**src/logic/ttc_defines.svh**
```systemverilog
// constants for the tone transceiver control and status bank
`ifndef TTC_DEFINES_SVH
`define TTC_DEFINES_SVH
`define TTC_CLK_NS        20
`define TTC_TICK_NS       1000000
`define TTC_TICK_CYCLES   ((`TTC_TICK_NS) / (`TTC_CLK_NS))
`define TTC_BURST_MS      51
`define TTC_CP_BURST_MS   102
`define TTC_CRA_SELB_BIT  3
`define TTC_CRA_RST       4'h0
`define TTC_CRB_RST       4'h0
`define TTC_STAT_RST      4'h0
`endif

```
**src/logic/ttc_pkg.sv**
```systemverilog
// types for the tone transceiver control and status bank
package ttc_pkg;
   typedef enum logic [2:0] {
      ST_IDLE  = 3'b001,
      ST_TONE  = 3'b010,
      ST_PAUSE = 3'b100
   } ttc_burst_e;

   typedef struct packed {
      logic controlBSelect;
      logic irqEnable;
      logic progressModeSelect;
      logic toneOutputEnable;
   } ttc_cra_s;

   typedef struct packed {
      logic columnSelect;
      logic singleSelect;
      logic testMode;
      logic burstDisable;
   } ttc_crb_s;

   typedef struct packed {
      logic lateSteerFlag;
      logic rxFull;
      logic txEmpty;
      logic irqFlag;
   } ttc_status_s;
endpackage : ttc_pkg

```
**src/logic/ttc_ctrl_status.sv**
```systemverilog
// control register pair, burst timer and status flags of the tone transceiver
`timescale 1ns/100ps
`include "ttc_defines.svh"

// Notes on behaviour
// - burst mode runs while the burst-disable bit of control B is low
// - each transmit write gives one tone burst then an equal silent pause
// - end of pause sets transmit-empty and raises the interrupt if enabled in DTMF mode
// - call progress mode doubles burst and pause to 102 ms
// - without burst mode the tone follows the tone output enable bit only
// - test mode in DTMF mode puts the late steer flag on the interrupt pin
// - single/dual bit high gives a single tone, low a tone pair
// - column/row bit picks column tone when high, row tone when low
// - status bit 0 sets with transmit-empty or receive-full, clears on read
// - transmit-empty sets after a pause, clears on read, held clear off burst
// - receive-full sets on a valid decoded digit, clears on status read
// - late steer sets on valid tone absence, clears on tone pair, read-proof
// - control writes go to B once after select-B was set, then back to A
// - interrupt pin pulls low on digit or transmit-ready when enabled in DTMF
// - control A bit 1 picks call progress mode, which blocks tone detection
module ttc_ctrl_status
   import ttc_pkg::*;
#(
   parameter int TICK_CYCLES = `TTC_TICK_CYCLES,
   parameter int BURST_MS    = `TTC_BURST_MS,
   parameter int CP_BURST_MS = `TTC_CP_BURST_MS
)(
   input  wire logic       core_clk,
   input  wire logic       reset_n,
   input  wire logic       registerSelectLine,
   input  wire logic       wrStrobe_n,
   input  wire logic       rdStrobe_n,
   input  wire logic [3:0] dataIn,
   output logic      [3:0] dataOut,
   output logic            dataOe,
   input  wire logic [3:0] rxDigit,
   input  wire logic       digitValid,
   input  wire logic       steerAbsent,
   input  wire logic       steerPresent,
   input  wire logic       cpSquare,
   output logic      [3:0] txDigit,
   output logic            toneOn,
   output logic            toneSingle,
   output logic            toneColumn,
   output logic            intTonePinOut,
   output logic            intTonePinOe
);
   // pins: rs, wr, rd, data, square wave pass two flops
   logic [7:0]  sync1_reg;
   logic [7:0]  sync2_reg;
   logic        wrPrev_reg;
   logic        rdPrev_reg;
   logic [3:0]  dataHold_reg;
   logic [3:0]  dataHold_next;
   logic        rsHold_reg;
   logic        rsHold_next;
   logic        rsS;
   logic        wrLowS;
   logic        rdLowS;
   logic [3:0]  dataS;
   logic        cpS;

   always_ff @(posedge core_clk or negedge reset_n) begin
      if (!reset_n) begin
         sync1_reg <= 8'h06;
         sync2_reg <= 8'h06;
         wrPrev_reg <= 1'b1;
         rdPrev_reg <= 1'b1;
      end else begin
         sync1_reg <= {cpSquare, dataIn, rdStrobe_n, wrStrobe_n, registerSelectLine};
         sync2_reg <= sync1_reg;
         wrPrev_reg <= sync2_reg[1];
         rdPrev_reg <= sync2_reg[2];
      end
   end

   assign rsS    = sync2_reg[0];
   assign wrLowS = ~sync2_reg[1];
   assign rdLowS = ~sync2_reg[2];
   assign dataS  = sync2_reg[6:3];
   assign cpS    = sync2_reg[7];

   logic wrEnd;
   logic rdEnd;
   logic wrCtrl;
   logic wrTx;
   logic rdStat;
   // writes take effect as the strobe rises, with data held while it was low
   assign wrEnd  = wrLowS == 1'b0 && wrPrev_reg == 1'b0;
   assign rdEnd  = rdLowS == 1'b0 && rdPrev_reg == 1'b0;
   assign wrCtrl = wrEnd & rsHold_reg;
   assign wrTx   = wrEnd & ~rsHold_reg;
   assign rdStat = rdEnd & rsHold_reg;

   // control register pair sharing one address
   ttc_cra_s   cra_reg;
   ttc_cra_s   cra_next;
   ttc_crb_s   crb_reg;
   ttc_crb_s   crb_next;
   logic [3:0] txDigit_reg;
   logic [3:0] txDigit_next;

   always_comb begin
      dataHold_next = dataHold_reg;
      rsHold_next   = rsHold_reg;
      cra_next      = cra_reg;
      crb_next      = crb_reg;
      txDigit_next  = txDigit_reg;
      if (wrLowS || rdLowS) begin
         rsHold_next = rsS;
      end
      if (wrLowS) begin
         dataHold_next = dataS;
      end
      if (wrCtrl) begin
         if (cra_reg.controlBSelect) begin
            crb_next = ttc_crb_s'(dataHold_reg);
            cra_next.controlBSelect = 1'b0;
         end else begin
            cra_next = ttc_cra_s'(dataHold_reg);
            cra_next.controlBSelect = dataHold_reg[`TTC_CRA_SELB_BIT];
         end
      end
      if (wrTx) begin
         txDigit_next = dataHold_reg;
      end
   end

   always_ff @(posedge core_clk or negedge reset_n) begin
      if (!reset_n) begin
         dataHold_reg <= 4'h0;
         rsHold_reg   <= 1'b0;
         cra_reg      <= ttc_cra_s'(`TTC_CRA_RST);
         crb_reg      <= ttc_crb_s'(`TTC_CRB_RST);
         txDigit_reg  <= 4'h0;
      end else begin
         dataHold_reg <= dataHold_next;
         rsHold_reg   <= rsHold_next;
         cra_reg      <= cra_next;
         crb_reg      <= crb_next;
         txDigit_reg  <= txDigit_next;
      end
   end

   // burst timer: millisecond enable plus burst/pause counter
   ttc_burst_e state_reg;
   ttc_burst_e state_next;
   logic [31:0] tickCnt_reg;
   logic [31:0] tickCnt_next;
   logic [7:0]  msCnt_reg;
   logic [7:0]  msCnt_next;
   logic        tick;
   logic        phaseEnd;
   logic        pauseDone;
   logic [7:0]  limit;

   assign tick  = tickCnt_reg == 32'(TICK_CYCLES - 1);
   assign limit = cra_reg.progressModeSelect ? 8'(CP_BURST_MS) : 8'(BURST_MS);
   assign phaseEnd  = tick && msCnt_reg == limit - 8'h01;
   assign pauseDone = state_reg == ST_PAUSE && phaseEnd;

   always_comb begin
      state_next   = state_reg;
      tickCnt_next = tick ? 32'h0 : tickCnt_reg + 32'h1;
      msCnt_next   = tick ? msCnt_reg + 8'h01 : msCnt_reg;
      unique case (state_reg)
         ST_IDLE: begin
            msCnt_next = 8'h00;
         end
         ST_TONE: begin
            if (phaseEnd) begin
               state_next = ST_PAUSE;
               msCnt_next = 8'h00;
            end
         end
         ST_PAUSE: begin
            if (phaseEnd) begin
               state_next = ST_IDLE;
               msCnt_next = 8'h00;
            end
         end
      endcase
      // a new digit restarts timing from a clean millisecond
      if (wrTx) begin
         state_next   = ST_TONE;
         tickCnt_next = 32'h0;
         msCnt_next   = 8'h00;
      end
      if (crb_reg.burstDisable) begin
         state_next = ST_IDLE;
      end
   end

   always_ff @(posedge core_clk or negedge reset_n) begin
      if (!reset_n) begin
         state_reg   <= ST_IDLE;
         tickCnt_reg <= 32'h0;
         msCnt_reg   <= 8'h00;
      end else begin
         state_reg   <= state_next;
         tickCnt_reg <= tickCnt_next;
         msCnt_reg   <= msCnt_next;
      end
   end

   // status flags; a set in the clearing cycle wins
   ttc_status_s status_reg;
   ttc_status_s status_next;
   logic        rxSet;

   assign rxSet = digitValid & ~cra_reg.progressModeSelect;

   always_comb begin
      status_next = status_reg;
      status_next.txEmpty = (status_reg.txEmpty & ~rdStat) | pauseDone;
      if (crb_reg.burstDisable) begin
         status_next.txEmpty = 1'b0;
      end
      status_next.rxFull  = (status_reg.rxFull & ~rdStat) | rxSet;
      status_next.irqFlag = (status_reg.irqFlag & ~rdStat) | rxSet | pauseDone;
      if (steerAbsent) begin
         status_next.lateSteerFlag = 1'b1;
      end else if (steerPresent) begin
         status_next.lateSteerFlag = 1'b0;
      end
   end

   always_ff @(posedge core_clk or negedge reset_n) begin
      if (!reset_n) begin
         status_reg <= ttc_status_s'(`TTC_STAT_RST);
      end else begin
         status_reg <= status_next;
      end
   end

   // registered outputs
   logic [3:0] dataOut_next;
   logic       dataOe_next;
   logic       toneOn_next;
   logic       pull_next;

   always_comb begin
      dataOe_next  = rdLowS;
      dataOut_next = 4'h0;
      if (rdLowS) begin
         dataOut_next = rsS ? 4'(status_reg) : rxDigit;
      end
      if (crb_reg.burstDisable) begin
         toneOn_next = cra_reg.toneOutputEnable;
      end else begin
         toneOn_next = cra_reg.toneOutputEnable && state_reg == ST_TONE;
      end
      // open drain: enable means pulling the pin low
      // test mode shows the steer flag whether or not interrupts are on
      if (crb_reg.testMode && !cra_reg.progressModeSelect) begin
         pull_next = ~status_reg.lateSteerFlag;
      end else if (!cra_reg.irqEnable) begin
         pull_next = 1'b0;
      end else if (cra_reg.progressModeSelect) begin
         pull_next = ~cpS;
      end else begin
         pull_next = status_reg.irqFlag;
      end
   end

   always_ff @(posedge core_clk or negedge reset_n) begin
      if (!reset_n) begin
         dataOut       <= 4'h0;
         dataOe        <= 1'b0;
         txDigit       <= 4'h0;
         toneOn        <= 1'b0;
         toneSingle    <= 1'b0;
         toneColumn    <= 1'b0;
         intTonePinOut <= 1'b0;
         intTonePinOe  <= 1'b0;
      end else begin
         dataOut       <= dataOut_next;
         dataOe        <= dataOe_next;
         txDigit       <= txDigit_reg;
         toneOn        <= toneOn_next;
         toneSingle    <= crb_reg.singleSelect;
         toneColumn    <= crb_reg.columnSelect;
         intTonePinOut <= 1'b0;
         intTonePinOe  <= pull_next;
      end
   end
endmodule : ttc_ctrl_status

```
**config.mk**
```make
export PLATFORM = sky130hd
export DESIGN_NAME = ttc_ctrl_status
export DESIGN_NICKNAME = d
export VERILOG_FILES = /design/src/logic/ttc_pkg.sv /design/src/logic/ttc_ctrl_status.sv
export VERILOG_INCLUDE_DIRS = /design/src /design/src/logic
export SDC_FILE = /design/constraint.sdc
export NUM_CORES = 1
export LEC_CHECK = 0
export ABC_AREA = 1
export BUFFER_PORTS_ARGS = -buffer_cell sky130_fd_sc_hd__buf_2
export CAP_MARGIN = 20
export CORE_MARGIN = 4
export CORE_UTILIZATION = 50
export DETAILED_ROUTE_END_ITERATION = 6
export GPL_TIMING_DRIVEN = 0
export PLACE_DENSITY = 0.73
export SYNTH_ARGS = -nofsm -noshare
export SYNTH_HDL_FRONTEND = slang
export SYNTH_SLANG_ARGS = --single-unit
```
**constraint.sdc**
```tcl
create_clock -name core_clk -period 2.6 [get_ports core_clk]
set_clock_uncertainty 0.1 [all_clocks]
set_input_delay 0.13 -clock core_clk [delete_from_list [all_inputs] [get_ports core_clk]]
set_output_delay 0.13 -clock core_clk [all_outputs]
set_load 0.05 [all_outputs]
```
Word-level counts from Yosys, hierarchy flattened
Index checks and enable logic that the tools add are counted.
{ "word_totals": {"register_bits": 95, "latch_bits": 0, "ramBits": 0, "mem_bits_ro": 0, "in_bits": 17, "out_inout_bits": 14, "mem_count": 0} }
{ "op_classes": {"n_addsub": 3, "n_mul": 0, "n_div": 0, "order_cmp": 0, "n_eq_ne": 8, "n_shift": 0, "n_mux": 22, "bitwise": 21, "reduce_logical": 14} }
{ "op_table": {"columns": ["op", "n"], "rows": [
  ["2-to-1 mux 32 bit", 2],
  ["adder 32 x 1 -> 32 bit (second input constant)", 1],
  ["== test 32 x 16 -> 1 bit (second input constant)", 1],
  ["2-to-1 mux 8 bit", 3],
  ["one-hot mux 8 bit (2 select lines)", 1],
  ["2-to-1 mux 3 bit", 4],
  ["inverter 1 bit", 10],
  ["adder 8 x 1 -> 8 bit (second input constant)", 1],
  ["== test 8 bit", 1],
  ["2-to-1 mux 1 bit", 8],
  ["2-to-1 mux 4 bit", 2],
  ["inequality test 4 bit (second input constant)", 2],
  ["subtractor 7 x 1 -> 8 bit (second input constant)", 1],
  ["bitwise AND 1 bit", 7],
  ["2-to-1 mux 7 bit", 1],
  ["logical AND 1 bit", 6],
  ["one-hot mux 3 bit (2 select lines)", 1],
  ["inequality test 4 x 1 -> 1 bit (second input constant)", 1],
  ["OR 1 bit", 4],
  ["AND reduction 2 bit", 2],
  ["nonzero test 4 bit", 1],
  ["== test 3 x 1 -> 1 bit (second input constant)", 1],
  ["== test 3 x 2 -> 1 bit (second input constant)", 1],
  ["== test 3 bit (second input constant)", 1],
  ["other kinds (5)", 5]
]} }

Depth between registers and ports, before layout
{ "depth": {"ltp_word": 8, "mapped_depth": 12, "ltp_nobuf": 11} }

Least setup slack after synthesis
No wires, ideal clock.
{ "synth_timing": {"path_type": "reg2reg", "from": "register tickCnt_reg[0]", "to": "register msCnt_reg[4]", "setup_time_ns": 0.113, "t_arrival_ns": 1.359, "required_time_ns": 2.387, "path_slack_ns": 1.028, "stages_incl_launch_ff": 11, "path_buffers": 0, "period_less_slack_ns": 1.572, "path_cell_list": "dfrtp_1 -> ha_1 -> nand3_2 -> nor2_1 -> nand2_1 -> nor2_4 -> nand2_1 -> nand3_1 -> nand2_1 -> nand2_1 -> inv_1"} }
{ "synth_between": {"elab_chain_len": 5} }
{ "synth_lines": {"columns": ["item", "line_no", "source"], "rows": [
  ["from (decl)", "ttc_ctrl_status.sv:148", "logic [31:0] tickCnt_reg;"],
  ["from (signal assigned)", "ttc_ctrl_status.sv:201", "tickCnt_reg <= tickCnt_next;"],
  ["== test 32 x 16 -> 1 bit (*)", "ttc_ctrl_status.sv:157", "assign tick = tickCnt_reg == 32'(TICK_CYCLES - 1);"],
  ["logical AND 1 bit", "ttc_ctrl_status.sv:159", "assign phaseEnd = tick && msCnt_reg == limit - 8'h01;"],
  ["2-to-1 mux 8 bit", "ttc_ctrl_status.sv:171, ttc_ctrl_status.sv:177", null],
  ["one-hot mux 8 bit (2 select lines)", "ttc_ctrl_status.sv:166", "unique case (state_reg)"],
  ["2-to-1 mux 8 bit", "ttc_ctrl_status.sv:184", "if (wrTx) begin"],
  ["to (signal assigned)", "ttc_ctrl_status.sv:202", "msCnt_reg <= msCnt_next;"],
  ["to (decl)", "ttc_ctrl_status.sv:150", "logic [7:0] msCnt_reg;"]
]} }
Mark *: on every way between the ends. The rest lies on a longest branch, timed or not.
A chain may end at the register's enable or synchronous reset.

Final worst setup path
Ends and elaborated chain as after synthesis.

==> reports/results.tsv <==
stage	metric	value	unit
power_and_ir_drop	Leak	2.28	nW
die	Die W	100	um
sta	fin crit period	1.87	ns
detailed_routing	vias per inst	5.01	
setup_path	crit-path cells	ha_1 > nand3_2 > nor2_1 > nand2_1 > nor2_4 > nand2_1 > nand3_1 > nand2_1 > nand2_1 > inv_1	
sta	total negative slack	0	ns
finish	max FFs per register	32	
placement	final RePlAce weighted congestion	0.951	
finish	final instance area	4950	sq um
clock_network	H-tree Lvls	3	
detailed_routing	drt total wl	8610	um
die	Die Y	100	um
synthesis	Seq cells post-synth	95	
grt	first-pass GRT wire length	14700	um
detailed_routing	WL/cell	13.0	um
clock_network	CTS tree	done	
run	max_cap viols	0	
synthesis	largest cells by area after synthesis	dfrtp_1 51%, nand2_1 10%, nor2_1 7.5%	
synthesis	Yosys top cell by area	dfrtp_1	
synthesis	synth unique cells	35	
setup_path	Critical Path Start Type	flip-flop	
grt	GRT Total Usage	18.3	%
finish	area delta synth->final	15.8	%
setup_path	Required @ worst endpoint	2.77	ns
die	DIE AREA	10100	sq um
synthesis	syn avg cell area	8.66	sq um
finish	Final Core Density	60.0	%
placement	post-DP HPWL	6260	um
sta	RSZ-0062 raised after global routing	false	
finish	most common cell after layout, fill and taps aside	nand2_1	
die	Rows	33	
setup_path	Slowest Stage Delay on Critical Path	0.41	ns
sta	Final setup viols	0	
setup_path	Top cell by count, worst path	nand2_1	
clock_network	Clock Sinks	95	
sta	Tcrit/Tclk final	72.1	%
grt	vias in the first global route	3164	
detailed_routing	drt pass-1 iters	5	
setup_path	critical path arrival	2.04	ns
clock_network	Root Driver	clkbuf_8	
synthesis	top cell type's share of synthesized area	51.5	%
setup_path	slowest stage cell, crit path	dfrtp_1	
grt	initial antenna violation count	0	
detailed_routing	Final ANT Viol Nets	0	
grt	largest net degree at the start of global routing	67	
clock_network	clk_lat worst skew	0.36	ns
synthesis	Mapped Cells	494	
clock_network	clock buffer depth	2	
finish	most frequent cells in the layout	116 x nand2_1, 88 x dfrtp_1, 86 x nor2_1	
synthesis	Seq/Total Area, Yosys	55.8	%
placement	Placed Area	4580	sq um
setup_path	CP Class	reg -> reg	
sta	final hold vios	0	
min_path	path type of the worst min-delay path	in -> async	
die	I/O pin cnt	31	
clock_network	Num CTS Buffers	9	
clock_network	cts repair resizes	0	
setup_path	crit-path max FO	7	
synthesis	Cell Area, Synth	4280	sq um
sta	fmax	0.534	GHz
placement	port buffer count	29	
detailed_routing	DRC	0	
sta	Final Max Slew Viols	0	
die	initial core utilization	51.8	%
status	status	finished clean	
clock_network	CTS Hold Buffers Added	16	
synthesis	Mapped Nets	513	
finish	nets	570	
power_and_ir_drop	Cell Pwr Density	683	nW/um^2
finish	share of cells above drive strength 1	12.9	%
clock_network	clk slew on worst S/H paths	0.10	ns
setup_path	Critical Path Sink Type	flip-flop	
detailed_routing	DR iter-0 viols	175	
sta	Hold WS	0.160	ns
clock_network	postcts setup bufs	0	
setup_path	crit path buf inv count	1	
setup_path	CP top delay family	simple AND/OR/NAND/NOR gates	
grt	GRT Residual Overflow	0	
detailed_routing	routed vias	3313	
power_and_ir_drop	VDD IR max	0.000333	V
finish	antenna cells	0	
finish	Fill cells	718	
die	core area	8260	sq um
synthesis	Ys Warns	0	
cells in the mapped netlist:
library cell,instances
conb_1,1
xor2_1,17
nor3_1,15
nand2_2,1
o2bb2ai_1,1
ha_1,2
nand2_4,2
nor3_2,1
inv_1,49
o21ai_0,28
nand3_2,3
nor2_2,2
o2111ai_1,1
dfrtp_1,88
buf_6,1
a22oi_1,1
nor3b_1,2
nor4_1,1
o21bai_1,1
dfstp_2,7
a31oi_1,1
inv_2,3
xnor2_1,7
and2_2,1
nor3_4,1
and3_1,1
buf_4,1
nor2_4,3
nor2_1,86
nand3_1,26
nand2_1,116
clkbuf_1,4
nand4_1,9
a21oi_1,10
a21boi_0,1
where the power goes:
part	switching, mW	leakage [nW]	internal (mW)
logic	0.438	0.965	0.199
clock network	0.586	0.105	0.389
registers	0.112	1.21	1.66
total	1.14	2.28	2.24
through the flow:
step | instances | setup slack [ns] | total power [mW]
CTS | 661 | 0.704 | 3.42
detailed placement | 629 | 0.727 | 2.42
global route | 661 | 0.492 | 3.57
global placement | 628 | 0.418 | 2.39
finish | 661 | 0.726 | 3.38
floorplan | 494 | 1.03 | 2.23
final timing paths:
check,startpoint,to,slack (ns),cells past startpoint
worst max-delay path,tickCnt_reg[0],msCnt_reg[4],0.73,10
worst max register to register,tickCnt_reg[0],msCnt_reg[4],0.73,10
worst min-delay path,reset_n,msCnt_reg[2],0.16,2
min in group core_clk,sync1_reg[3],sync2_reg[3],0.26,0
worst min register to register,sync1_reg[3],sync2_reg[3],0.26,0
max in group asynchronous,reset_n,sync1_reg[2],1.55,3
kinds of logic (layout without fill, tap and decap cells):
kind of cell | count (synthesis) | in the layout | share of synthesized area, %
buffers and inverters | 58 | 120 | 5.35
adders and majority gates | 2 | 2 | 0.585
AOI/OAI and AO/OA | 44 | 44 | 5.53
other | 1 | 1 | 0.0877
DFF | 95 | 95 | 55.8
and+or+nand+nor | 270 | 270 | 27.7
xor gates and xnor gates | 24 | 24 | 4.92
layer usage:
metal  vias up  wire length, um  GRT usage, %
met4         0              139          6.94
met5         -                0             0
met1      1539             4120          25.5
li1       1681                -             -
met3        15              333          2.84
met2        78             4020          29.1
cell type report:
| type | count | area [sq um] | area share, % |
|---|---|---|---|
| clock buffers | 9 | 124 | 2.50 |
| plain buffers | 6 | 33.8 | 0.682 |
| well taps | 105 | 131 | 2.65 |
| flip-flops and latches | 95 | 2390 | 48.2 |
| multi-input cells | 341 | 1660 | 33.6 |
| clock inverters | 7 | 83.8 | 1.69 |
| inverters | 52 | 195 | 3.94 |
| repair buffers | 46 | 335 | 6.77 |
(Power assumes the default switching activity.)
